`config.mk`:
```
export PLATFORM = sky130hd
export DESIGN_NAME = byte_mode_memref_exec
export DESIGN_NICKNAME = d
export VERILOG_FILES = /design/src/design/memref_pkg.sv /design/src/design/byte_addr_unit.sv /design/src/design/byte_mode_memref_exec.sv
export SDC_FILE = /design/constraint.sdc
export NUM_CORES = 1
export LEC_CHECK = 0
export ABC_AREA = 0
export BUFFER_PORTS_ARGS = -buffer_cell sky130_fd_sc_hd__buf_4
export CAP_MARGIN = 20
export CORE_UTILIZATION = 40
export DETAILED_ROUTE_END_ITERATION = 8
export GPL_TIMING_DRIVEN = 0
export SYNTH_ARGS = -nofsm -noshare
export SYNTH_HDL_FRONTEND = slang
export SYNTH_SLANG_ARGS = --single-unit
export TNS_END_PERCENT = 5
```
`constraint.sdc`:
```
create_clock -name clk -period 11.95 [get_ports clk]
set_input_delay 1.195 -clock clk [delete_from_list [all_inputs] [get_ports clk]]
set_output_delay 1.195 -clock clk [all_outputs]
set_load 0.05 [all_outputs]
```
`src/design/memref_pkg.sv`:
```
// shared types and constants for the byte-mode memory-reference executor
package memref_pkg;

  //////////////////////////////////////////////////////////////////////////////
  // widths and fixed values
  localparam int unsigned WORD_W      = 16;           // data word width
  localparam int unsigned WADDR_W     = 15;           // word address width
  localparam int unsigned DISP_W      = 10;           // signed/unsigned displacement field
  localparam int unsigned COUNT_W     = 8;            // suspend operand width
  localparam logic [15:0] A_RESET     = 16'h0000;     // accumulator after reset
  localparam logic [15:0] X_RESET     = 16'h0000;     // index after reset
  localparam logic [14:0] P_RESET     = 15'h0000;     // program counter after reset
  localparam logic [1:0]  BE_WORD     = 2'h3;         // both byte lanes
  localparam logic [1:0]  BE_UPPER    = 2'h2;         // upper lane, pointer bit 0 clear
  localparam logic [1:0]  BE_LOWER    = 2'h1;         // lower lane, pointer bit 0 set
  localparam int unsigned LANE_BIT    = 0;            // byte pointer bit selecting the lane

  //////////////////////////////////////////////////////////////////////////////
  // instruction codes
  typedef enum logic [4:0] {
    set_byte_mode_op       = 5'h00,
    suspend_byte_for_count = 5'h01,
    word_mode_set_op       = 5'h02,
    force_word_op_a        = 5'h03,
    force_word_op_b        = 5'h04,
    increment_skip_zero    = 5'h05,
    multiply_op            = 5'h06,
    divide_op              = 5'h07,
    normalize_op           = 5'h08,
    jump_op                = 5'h09,
    jump_and_save          = 5'h0A,
    xor_acc_byte           = 5'h0B,
    load_acc_word          = 5'h0C,
    load_acc_byte          = 5'h0D,
    load_index_word        = 5'h0E,
    load_index_byte        = 5'h0F,
    store_acc_word         = 5'h10,
    store_acc_byte         = 5'h11,
    store_index_word       = 5'h12,
    store_index_byte       = 5'h13,
    exchange_mem_acc       = 5'h14,
    exchange_mem_acc_byte  = 5'h15,
    compare_skip_word      = 5'h16,
    compare_skip_byte      = 5'h17,
    scan_words             = 5'h18,
    scan_bytes             = 5'h19
  } op_e;

  // addressing forms
  typedef enum logic [1:0] {
    am_direct   = 2'h0,
    am_indirect = 2'h1,
    am_indexed  = 2'h2,
    am_postidx  = 2'h3
  } addr_mode_e;

  // decoded instruction handed in by the fetch logic
  typedef struct packed {
    op_e                op;          // operation
    addr_mode_e         mode;        // addressing form
    logic               rel;         // p-relative instead of base page
    logic [DISP_W-1:0]  disp;        // displacement / base value
    logic [COUNT_W-1:0] count;       // suspend operand
    logic               intr;        // executed as an interrupt instruction
  } instr_s;

  // memory request, one outstanding at a time
  typedef struct packed {
    logic               valid;       // request pending until ack
    logic               we;          // write
    logic [WADDR_W-1:0] addr;        // word address
    logic [WORD_W-1:0]  wdata;       // write data, byte copied to both lanes
    logic [1:0]         be;          // byte lanes written
  } mem_req_s;

endpackage : memref_pkg

```
`src/design/byte_addr_unit.sv`:
```
// effective address former for word and byte memory references
module byte_addr_unit
  import memref_pkg::*;
(
  // decoded addressing
  input  wire addr_mode_e         mode,
  input  wire logic               rel,
  input  wire logic [DISP_W-1:0]  disp,
  input  wire logic               is_byte,
  // machine state
  input  wire logic [WORD_W-1:0]  x,
  input  wire logic [WADDR_W-1:0] p,
  input  wire logic [WORD_W-1:0]  ptr,
  // results
  output logic [WADDR_W-1:0]      ptr_addr,
  output logic [WADDR_W-1:0]      ea_word,
  output logic                    ea_lane
);

  logic [WORD_W-1:0] base8;    // base page value, 0 to 255
  logic [WORD_W-1:0] pwide;    // p zero-extended
  logic [WORD_W-1:0] dsext;    // displacement sign-extended
  logic [WORD_W-1:0] bea;      // byte address
  logic [WORD_W-1:0] wea;      // word address, 16-bit scratch

  assign base8 = {8'h00, disp[7:0]};
  assign pwide = {1'b0, p};
  assign dsext = {{(WORD_W-DISP_W){disp[DISP_W-1]}}, disp};

  // pointer word: scratchpad, or p plus -512..+511 words
  always_comb begin
    if (rel && mode == am_indirect) begin
      ptr_addr = WADDR_W'(pwide + dsext); // [RL8]
    end else begin
      ptr_addr = WADDR_W'(base8); // [RL8] [RL10]
    end
  end

  // byte addresses use all 16 pointer bits, one level only
  always_comb begin
    unique case (mode)
      am_direct:   bea = rel ? {p, 1'b0} + {7'h00, disp[8:0]} : base8; // [RL7]
      am_indirect: bea = ptr;          // [RL4]
      am_indexed:  bea = x + base8;    // [RL9]
      am_postidx:  bea = ptr + x;      // [RL10]
    endcase
  end

  // word forms mirror the byte ones at word granularity
  always_comb begin
    unique case (mode)
      am_direct:   wea = rel ? WORD_W'(pwide + {7'h00, disp[8:0]}) : base8;
      am_indirect: wea = {1'b0, ptr[WADDR_W-1:0]};
      am_indexed:  wea = x + base8;
      am_postidx:  wea = {1'b0, ptr[WADDR_W-1:0]} + x;
    endcase
  end

  // byte refs: upper 15 bits give the word, bit 0 the lane; word refs take the low 15 bits, lane 0
  always_comb begin
    if (is_byte) begin
      ea_word = bea[WORD_W-1:1]; // [RL3]
      ea_lane = bea[LANE_BIT];   // [RL3]
    end else begin
      ea_word = wea[WADDR_W-1:0];
      ea_lane = 1'b0;
    end
  end

endmodule : byte_addr_unit

```
`src/design/byte_mode_memref_exec.sv`:
```
// memory-reference executor with byte/word mode, byte addressing and scans

// Operation
// RL1: byte-mode op sets, forcing ops clear mode
// RL2: suspend inhibits byte mode for count
// RL3: pointer upper 15 bits word, bit0 lane
// RL4: byte indirect follows exactly one pointer
// RL5: byte operands use register low byte
// RL6: listed non-byte instructions always use words
// RL7: direct reaches base 256 bytes, 512 forward
// RL8: pointer from scratchpad or p-relative window
// RL9: indexed adds x to base 0..255
// RL10: postindexed adds x to scratchpad pointer
// RL11: byte xor into a low byte only
// RL12: word load, store and exchange
// RL13: byte load zero-fills, byte store low byte
// RL14: byte exchange stores and loads simultaneously
// RL15: word compare skips one high, two equal
// RL16: byte compare same skip, zero-extended byte
// RL17: increment, skip on zero, set overflow
// RL18: interrupt increment zero sends echo notice
// RL19: jump loads p with effective address
// RL20: jump-and-save stores return, disables interrupts (code pulses int_disable only when executed as an interrupt instruction)
// RL21: word scan downward, skip when exhausted
// RL22: byte scan downward, skip when exhausted
// RL23: scans yield to interrupts, resume later
// RL24: byte writes touch only their lane
module byte_mode_memref_exec
  import memref_pkg::*;
(
  // clock and reset
  input  wire logic               clk,
  input  wire logic               nrst,
  // instruction handoff
  input  wire logic               instr_valid,
  input  wire instr_s             instr,
  output logic                    instr_ready,
  output logic                    done,
  // interrupt system
  input  wire logic               irq_pending,
  output logic                    echo,
  output logic                    int_disable,
  output logic                    scan_yield,
  // main memory
  output mem_req_s                mem_req,
  input  wire logic               mem_ack,
  input  wire logic [WORD_W-1:0]  mem_rdata,
  // machine state
  output logic [WORD_W-1:0]       acc,
  output logic [WORD_W-1:0]       index,
  output logic [WADDR_W-1:0]      pc,
  output logic                    arith_excess_flag,
  output logic                    byte_mode
);

  //////////////////////////////////////////////////////////////////////////////
  // state
  typedef enum logic [5:0] {
    st_idle   = 6'b000001,
    st_decode = 6'b000010,
    st_ptr    = 6'b000100,
    st_read   = 6'b001000,
    st_write  = 6'b010000,
    st_scan   = 6'b100000
  } state_e;

  state_e             state, next_state;        // sequencer
  instr_s             ir;                       // latched instruction
  logic [WORD_W-1:0]  ptr, next_ptr;            // fetched pointer
  logic               ptr_ok, next_ptr_ok;      // pointer already fetched
  logic [1:0]         skip, next_skip;          // pending skip words
  logic [COUNT_W-1:0] sus_cnt, next_sus_cnt;    // suspend countdown
  logic               next_mode;                // next byte mode
  mem_req_s           next_req;                 // next memory request
  logic [WORD_W-1:0]  next_acc, next_index;     // next registers
  logic [WADDR_W-1:0] next_pc;
  logic               next_ov, next_done, next_echo, next_intdis, next_yield;

  logic               byte_op, byte_eff, need_ptr, is_scan;
  logic [WADDR_W-1:0] ptr_addr, ea_word;
  logic               ea_lane;
  logic [7:0]         rbyte;                    // selected read byte
  logic [WORD_W-1:0]  operand;                  // word or zero-extended byte
  logic [WORD_W-1:0]  incr;                     // incremented word
  logic [7:0]         src_byte;                 // register low byte to store

  //////////////////////////////////////////////////////////////////////////////
  // decode helpers
  assign byte_op  = ir.op inside {xor_acc_byte, load_acc_byte, load_index_byte, store_acc_byte,
                                  store_index_byte, exchange_mem_acc_byte, compare_skip_byte,
                                  scan_bytes};
  // increment, multiply, divide, normalize, jumps never enter the byte set
  assign byte_eff = byte_op && byte_mode && (sus_cnt == '0); // [RL2] [RL6]
  assign is_scan  = ir.op inside {scan_words, scan_bytes};
  assign need_ptr = is_scan || ir.mode inside {am_indirect, am_postidx};

  // scans always run pointer plus x
  byte_addr_unit u_addr (
    .mode     (is_scan ? am_postidx : ir.mode),
    .rel      (ir.rel),
    .disp     (ir.disp),
    .is_byte  (byte_eff),
    .x        (index),
    .p        (pc),
    .ptr      (ptr),
    .ptr_addr (ptr_addr),
    .ea_word  (ea_word),
    .ea_lane  (ea_lane)
  );

  // lane 0 is the upper byte of the word
  assign rbyte    = ea_lane ? mem_rdata[7:0] : mem_rdata[15:8]; // [RL3]
  assign operand  = byte_eff ? {8'h00, rbyte} : mem_rdata;      // [RL16]
  assign incr     = mem_rdata + 16'h0001;
  assign src_byte = ir.op inside {store_index_byte, store_index_word} ? index[7:0] : acc[7:0]; // [RL5]

  //////////////////////////////////////////////////////////////////////////////
  // next-state logic
  always_comb begin
    next_state   = state;
    next_ptr     = ptr;
    next_ptr_ok  = ptr_ok;
    next_skip    = skip;
    next_sus_cnt = sus_cnt;
    next_mode    = byte_mode;
    next_req     = mem_req;
    next_acc     = acc;
    next_index   = index;
    next_pc      = pc;
    next_ov      = arith_excess_flag;
    next_done    = 1'b0;
    next_echo    = 1'b0;
    next_intdis  = 1'b0;
    next_yield   = 1'b0;
    if (mem_req.valid && mem_ack) begin
      next_req.valid = 1'b0;                    // one beat per request
    end
    unique case (state)
      st_idle: begin
        if (instr_valid) begin
          next_state  = st_decode;
          next_ptr_ok = 1'b0;
          next_skip   = 2'h0;
        end
      end
      st_decode: begin
        if (ir.op inside {set_byte_mode_op, suspend_byte_for_count, word_mode_set_op,
                          force_word_op_a, force_word_op_b, multiply_op, divide_op, normalize_op}) begin
          next_state = st_idle;                 // mode, multiply, divide and normalize ops finish here
          next_done  = 1'b1;
          if (!ir.intr) begin
            next_pc = pc + 15'h0001;
          end
          unique case (ir.op)
            set_byte_mode_op:       next_mode = 1'b1; // [RL1]
            word_mode_set_op,
            force_word_op_a,
            force_word_op_b:        next_mode = 1'b0; // [RL1] [RL2]
            default:                next_mode = byte_mode;
          endcase
        end else if (need_ptr && !ptr_ok) begin
          next_state = st_ptr;                  // single pointer level
          next_req   = '{valid: 1'b1, we: 1'b0, addr: ptr_addr, wdata: '0, be: BE_WORD}; // [RL4] [RL8]
        end else if (ir.op == jump_op) begin
          next_pc    = ea_word; // [RL19]
          next_done  = 1'b1;
          next_state = st_idle;
        end else if (ir.op == jump_and_save) begin
          // interrupt use: pc already holds the return point
          next_req   = '{valid: 1'b1, we: 1'b1, addr: ea_word,
                         wdata: {1'b0, ir.intr ? pc : pc + 15'h0001}, be: BE_WORD}; // [RL20]
          next_state = st_write;
        end else if (ir.op inside {store_acc_word, store_acc_byte, store_index_word, store_index_byte}) begin
          if (byte_eff) begin
            next_req = '{valid: 1'b1, we: 1'b1, addr: ea_word, wdata: {src_byte, src_byte},
                         be: ea_lane ? BE_LOWER : BE_UPPER}; // [RL13] [RL24]
          end else begin
            next_req = '{valid: 1'b1, we: 1'b1, addr: ea_word,
                         wdata: (ir.op == store_acc_word) ? acc : index, be: BE_WORD}; // [RL12]
          end
          next_state = st_write;
        end else if (is_scan) begin
          next_state = st_scan;
        end else begin
          next_req   = '{valid: 1'b1, we: 1'b0, addr: ea_word, wdata: '0, be: BE_WORD};
          next_state = st_read;
        end
      end
      st_ptr: begin
        if (mem_ack) begin
          next_ptr    = mem_rdata;              // all 16 bits, no indirect flag
          next_ptr_ok = 1'b1;
          next_state  = st_decode;
        end
      end
      st_read: begin
        if (mem_ack) begin
          next_state = st_idle;
          next_done  = 1'b1;
          unique case (ir.op)
            load_acc_word, load_acc_byte:     next_acc   = operand; // [RL12] [RL13]
            load_index_word, load_index_byte: next_index = operand; // [RL13]
            xor_acc_byte: begin
              if (byte_eff) begin
                next_acc = {acc[15:8], acc[7:0] ^ rbyte}; // [RL11]
              end else begin
                next_acc = acc ^ mem_rdata;
              end
            end
            compare_skip_word, compare_skip_byte: begin
              if (acc == operand) begin
                next_skip = 2'h2; // [RL15] [RL16]
              end else if ($signed(acc) > $signed(operand)) begin
                next_skip = 2'h1; // [RL15]
              end
            end
            exchange_mem_acc, exchange_mem_acc_byte: begin
              next_done  = 1'b0;
              next_state = st_write;
              next_ptr   = operand; // parked until the write lands
              if (byte_eff) begin
                next_req = '{valid: 1'b1, we: 1'b1, addr: ea_word, wdata: {acc[7:0], acc[7:0]},
                             be: ea_lane ? BE_LOWER : BE_UPPER};             // [RL14] [RL24]
              end else begin
                next_req = '{valid: 1'b1, we: 1'b1, addr: ea_word, wdata: acc, be: BE_WORD};
              end
            end
            increment_skip_zero: begin
              next_done  = 1'b0;
              next_state = st_write;
              next_req   = '{valid: 1'b1, we: 1'b1, addr: ea_word, wdata: incr, be: BE_WORD}; // [RL17]
              // interrupt use at zero: notice later, no skip, flag kept
              if (!ir.intr || incr != '0) begin
                if (incr == '0) begin
                  next_skip = 2'h1; // [RL17]
                end
                if (mem_rdata == 16'h7FFF) begin
                  next_ov = 1'b1; // [RL17]
                end
              end
            end
            default: next_acc = acc;
          endcase
        end
      end
      st_write: begin
        if (mem_ack) begin
          next_state = st_idle;
          next_done  = 1'b1;
          // echo leaves with done, once the zero is written
          next_echo = ir.intr && ir.op == increment_skip_zero && mem_req.wdata == '0; // [RL18]
          if (ir.op inside {exchange_mem_acc, exchange_mem_acc_byte}) begin
            next_acc = ptr; // [RL12] [RL14]
          end
          if (ir.op == jump_and_save) begin
            next_pc     = ea_word + 15'h0001; // [RL20]
            next_intdis = ir.intr;            // [RL20]
          end
        end
      end
      st_scan: begin
        if (mem_req.valid) begin
          if (mem_ack) begin
            next_index = index - 16'h0001;      // x counts down per element
            if (acc == operand) begin
              next_state = st_idle;             // match: no skip
              next_done  = 1'b1; // [RL21] [RL22]
            end
          end
        end else if (index == '0) begin
          next_skip  = 2'h1;                    // exhausted without match
          next_state = st_idle;
          next_done  = 1'b1; // [RL21] [RL22]
        end else if (irq_pending) begin
          // pc stays on the scan so re-execution resumes with the kept x
          next_yield = 1'b1;
          next_state = st_idle; // [RL23]
        end else begin
          next_req = '{valid: 1'b1, we: 1'b0, addr: ea_word, wdata: '0, be: BE_WORD}; // [RL21] [RL22]
        end
      end
      default: next_state = st_idle;
    endcase
    // completion advances pc past the instruction and any skip
    if (next_done && !ir.intr && !(ir.op inside {jump_op, jump_and_save}) && state != st_decode) begin
      next_pc = pc + 15'h0001 + {13'h0000, next_skip}; // [RL15] [RL17]
    end
    // every instruction but the suspend itself uses up one count
    if (next_done && sus_cnt != '0 && ir.op != suspend_byte_for_count) begin
      next_sus_cnt = sus_cnt - 1'b1; // [RL2]
    end
    if (state == st_decode && ir.op == suspend_byte_for_count) begin
      next_sus_cnt = ir.count; // [RL2]
    end
  end

  //////////////////////////////////////////////////////////////////////////////
  // sequencer and instruction latch
  always_ff @(posedge clk) begin
    if (!nrst) begin
      state  <= st_idle;
      ir     <= '0;
      ptr    <= '0;
      ptr_ok <= 1'b0;
      skip   <= 2'h0;
    end else begin
      state  <= next_state;
      ptr    <= next_ptr;
      ptr_ok <= next_ptr_ok;
      skip   <= next_skip;
      if (state == st_idle && instr_valid) begin
        ir <= instr;                            // held until done
      end
    end
  end

  // mode state
  always_ff @(posedge clk) begin
    if (!nrst) begin
      byte_mode <= 1'b0;                        // word mode by default
      sus_cnt   <= '0;
    end else begin
      byte_mode <= next_mode;
      sus_cnt   <= next_sus_cnt;
    end
  end

  // memory request register
  always_ff @(posedge clk) begin
    if (!nrst) begin
      mem_req <= '0;
    end else begin
      mem_req <= next_req;
    end
  end

  // programmer-visible registers
  always_ff @(posedge clk) begin
    if (!nrst) begin
      acc               <= A_RESET;
      index             <= X_RESET;
      pc                <= P_RESET;
      arith_excess_flag <= 1'b0;
    end else begin
      acc               <= next_acc;
      index             <= next_index;
      pc                <= next_pc;
      arith_excess_flag <= next_ov;
    end
  end

  // handshake and event pulses
  always_ff @(posedge clk) begin
    if (!nrst) begin
      instr_ready <= 1'b0;
      done        <= 1'b0;
      echo        <= 1'b0;
      int_disable <= 1'b0;
      scan_yield  <= 1'b0;
    end else begin
      instr_ready <= (next_state == st_idle);
      done        <= next_done;
      echo        <= next_echo; // [RL18]
      int_disable <= next_intdis;
      scan_yield  <= next_yield;
    end
  end

endmodule : byte_mode_memref_exec

```
==> metrics <==
First-pass DRT Iterations=7; routed wire length=66.53 mm; most frequent cells in the layout=nand2_1, a21oi_1, nor2_1; RSZ-0062 raised after global routing=no; vias in the first global route=14849; most common cell after layout, fill and taps aside=nand2_1; DRC=0; Post-synth EDFFs=0; port bufs=125; GRT Residual Overflow=0; Pleak=6.083 nW; chip width=186.7 microns; DR iter-0 viols=1844; compound-gate portion of the synthesized area=30.18%; clock network fraction of total power=43.1%; outcome=finished, final reports clean; Die Area=34850 sq um; max-slew violations=0; Num CTS Buffers=17; Critical Path Start Type=flip-flop; Pwr per Cell Area=84.93 nW/um^2; Sw Ratio=32.67%; Mapped Area=13640 sq um; Rows=67; CP max stage cell=mux2i_1; Worst-path clk slew=80 ps; Top FF cell, synth=dfxtp_1; Crit Path Category=reg2reg; io pins=137; clock sink count=149; Avg Cell Area, Syn=7.043 sq um; hold buffers post-CTS=0; final worst-path cycle share=76.83%; post-route ant nets=0; final core occ=47.06%; Final nets=2206; clock skew=14.93 ps; crit path capture type=flip-flop; Avg WL per Cell=26.14 microns; Synth Register Bits=149; largest family of logic cells by synthesized area=compound AO/OA/AOI/OAI gates; Cells after Synth=1937; Async SR Flop Fraction=0%; Post-Synth XOR/XNOR Area=5.457%; Max clock buf depth=2; Netlist cell types=91; core footprint=33530 sq um; Post-Synth Simple-Gate Area=26.48%; Crit Path Max Fanout=10; # Post-CTS Setup Buffers=0; HP Class=reg2reg; CP arrival=9540 ps; switching power=437.8 uW; via count=16327; register area share after synthesis=21.86%; Initial Util=40.69%; first-pass GRT wire length=97.69 mm; Final min period=9182 ps; Area Growth Syn to Fin=15.65%; drt via density=6.415; Placer Congestion=1.037; area share of fa/ha/maj cells after synthesis=7.043%; post-route setup slack=2768 ps; Worst-Margin Slew=1087 ps; largest net degree at the start of global routing=17; sequential power share=38.4%; max_slew headroom=26.53%; initial antenna violation count=0; Place WS=3097 ps; Comb power frac=18.5%; H-tree levels=4; max_cap viols=0; Ant. Diodes=0; worst vdd ir=0.1105 mV; Clock Latency Late Sink=460 ps; Die Height=186.7 microns; filler cell count=3567; final hold viol count=0; P_int=902.2 uW; max incr delay on CP=740 ps; mux contribution to synthesized area=4.191%; Setup Viol. Count Final=0; Syn Nets=2058; DPL Wire Length=52.12 mm; TNS Setup=0 ps; synth warn=0; Fmax=108.9 MHz; CTS tree=done; Overall Global Routing Usage=37.41%; share of post-route cells with drive strength above 1=9.442%; Root Buffer=clkbuf_16; required time of the critical path=12300 ps; post-cts gate resize count=0
-- area by class of cell --
| cell class | instances | area [sq um] | share of cell area (%) |
|---|---|---|---|
| clock inverter | 12 | 142.6 | 0.9040 |
| clock buffer | 19 | 452.9 | 2.871 |
| sequential | 149 | 2983 | 18.90 |
| timing repair buffer | 129 | 973.4 | 6.169 |
| inverter | 41 | 153.9 | 0.9753 |
| buffer | 131 | 499.2 | 3.164 |
| tap | 448 | 560.5 | 3.552 |
| multi-input combinational | 1616 | 10010 | 63.46 |
-- logic make-up (layout without fill, tap and decap cells) --
family                     count (synthesis)  in the layout
muxes                                     56             56
DFF                                      149            149
xor gates and xnor gates                  85             85
and+or+nand+nor                          761            761
buffers and inverters                    172            332
AOI/OAI and AO/OA                        640            640
adders and majority gates                 74             74
-- registers in the layout, indices dropped and copies added (netlist names), 2 cells and up --
signal and cells:
mem_req 35, index 16, pc 15, ir 27, acc 16, ptr 16
state 6, sus_cnt 8, skip 2
-- synthesized netlist by cell type (all sizes together) (6+ instances only) --
| cell type | number | area [sq um] |
|---|---|---|
| nand2 | 244 | 915.9 |
| a21oi | 207 | 1036 |
| nor2 | 202 | 760.7 |
| dfxtp | 149 | 2983 |
| o21ai | 119 | 599.3 |
| clkbuf | 115 | 431.7 |
| ha | 68 | 850.8 |
| nand3 | 68 | 340.3 |
| xnor2 | 67 | 586.8 |
| nor3 | 60 | 316.6 |
| a211oi | 47 | 352.8 |
| mux2i | 47 | 470.5 |
| inv | 40 | 150.1 |
| a22oi | 33 | 247.7 |
| a21o | 31 | 232.7 |
| o211ai | 28 | 215.2 |
| nor4 | 26 | 168.9 |
| nand2b | 21 | 131.4 |
| o22ai | 21 | 131.4 |
| and2 | 18 | 112.6 |
| and3 | 18 | 112.6 |
| nand4 | 18 | 112.6 |
| nor2b | 18 | 112.6 |
| or3 | 18 | 117.6 |
| xor2 | 18 | 157.7 |
| a221oi | 17 | 148.9 |
| a31oi | 16 | 100.1 |
| buf | 16 | 67.57 |
| o21a | 14 | 105.1 |
| o31ai | 10 | 80.07 |
| mux2 | 9 | 101.4 |
| a21boi | 8 | 60.05 |
| a222oi | 8 | 80.08 |
| a311oi | 8 | 70.07 |
| nor3b | 8 | 60.06 |
| and4 | 7 | 61.31 |
| or3b | 7 | 63.81 |
| or4 | 7 | 52.55 |
| a2111oi | 6 | 52.55 |
| o221ai | 6 | 52.55 |
-- power by group through the flow --
| stage | registers, mW | clock network, mW | logic, mW |
|---|---|---|---|
| 2_1_floorplan | 0.526 | 0 | 0.145 |
| 3_3_place_gp | 0.525 | 0 | 0.239 |
| 3_5_place_dp | 0.526 | 0 | 0.241 |
| 4_1_cts | 0.514 | 0.580 | 0.242 |
| 5_1_grt | 0.515 | 0.599 | 0.263 |
| 6_report | 0.514 | 0.577 | 0.248 |
-- per-stage QoR --
| step | total power [mW] | cell area [sq um] | cells | hold WS, ps |
|---|---|---|---|---|
| 6_report | 1.340 | 15780 | 2545 | 452.7 |
| 5_1_grt | 1.377 | 15780 | 2545 | 485.0 |
| 4_1_cts | 1.336 | 15780 | 2545 | 456.0 |
| 3_5_place_dp | 0.7663 | 15180 | 2514 | 446.6 |
| 3_3_place_gp | 0.7645 | 15140 | 2510 | 442.9 |
| 2_1_floorplan | 0.6709 | 13640 | 1937 | 433.2 |
-- routing by layer --
metal | up-vias | wire length [microns] | track usage, %
met5 | - | 0 | 0
met4 | 0 | 3092 | 17.21
met2 | 943 | 27680 | 54.95
met3 | 135 | 6535 | 7.090
li1 | 7471 | - | -
met1 | 7778 | 29230 | 52.51
-- worst max-delay path, delay by kind of cell (launching register included) --
kind | cells | cell delay, ps
flops | 1 | 310
fa+ha+maj | 2 | 570
mux | 2 | 1070
compound gates | 15 | 3420
buf+inv | 3 | 1250
simple gates | 6 | 2460
-- final timing paths --
path                        from  depth (start not counted)  slack [ps]                   to
min reg2reg   ir[6]$_SDFFE_PN0P_                          2         450   ir[6]$_SDFFE_PN0P_
max          ir[23]$_SDFFE_PN0P_                         28        2770  pc[13]$_SDFFE_PN0P_
min           ir[6]$_SDFFE_PN0P_                          2         450   ir[6]$_SDFFE_PN0P_
max reg2reg  ir[23]$_SDFFE_PN0P_                         28        2770  pc[13]$_SDFFE_PN0P_
Note: power is estimated with default switching activity, not from simulation.
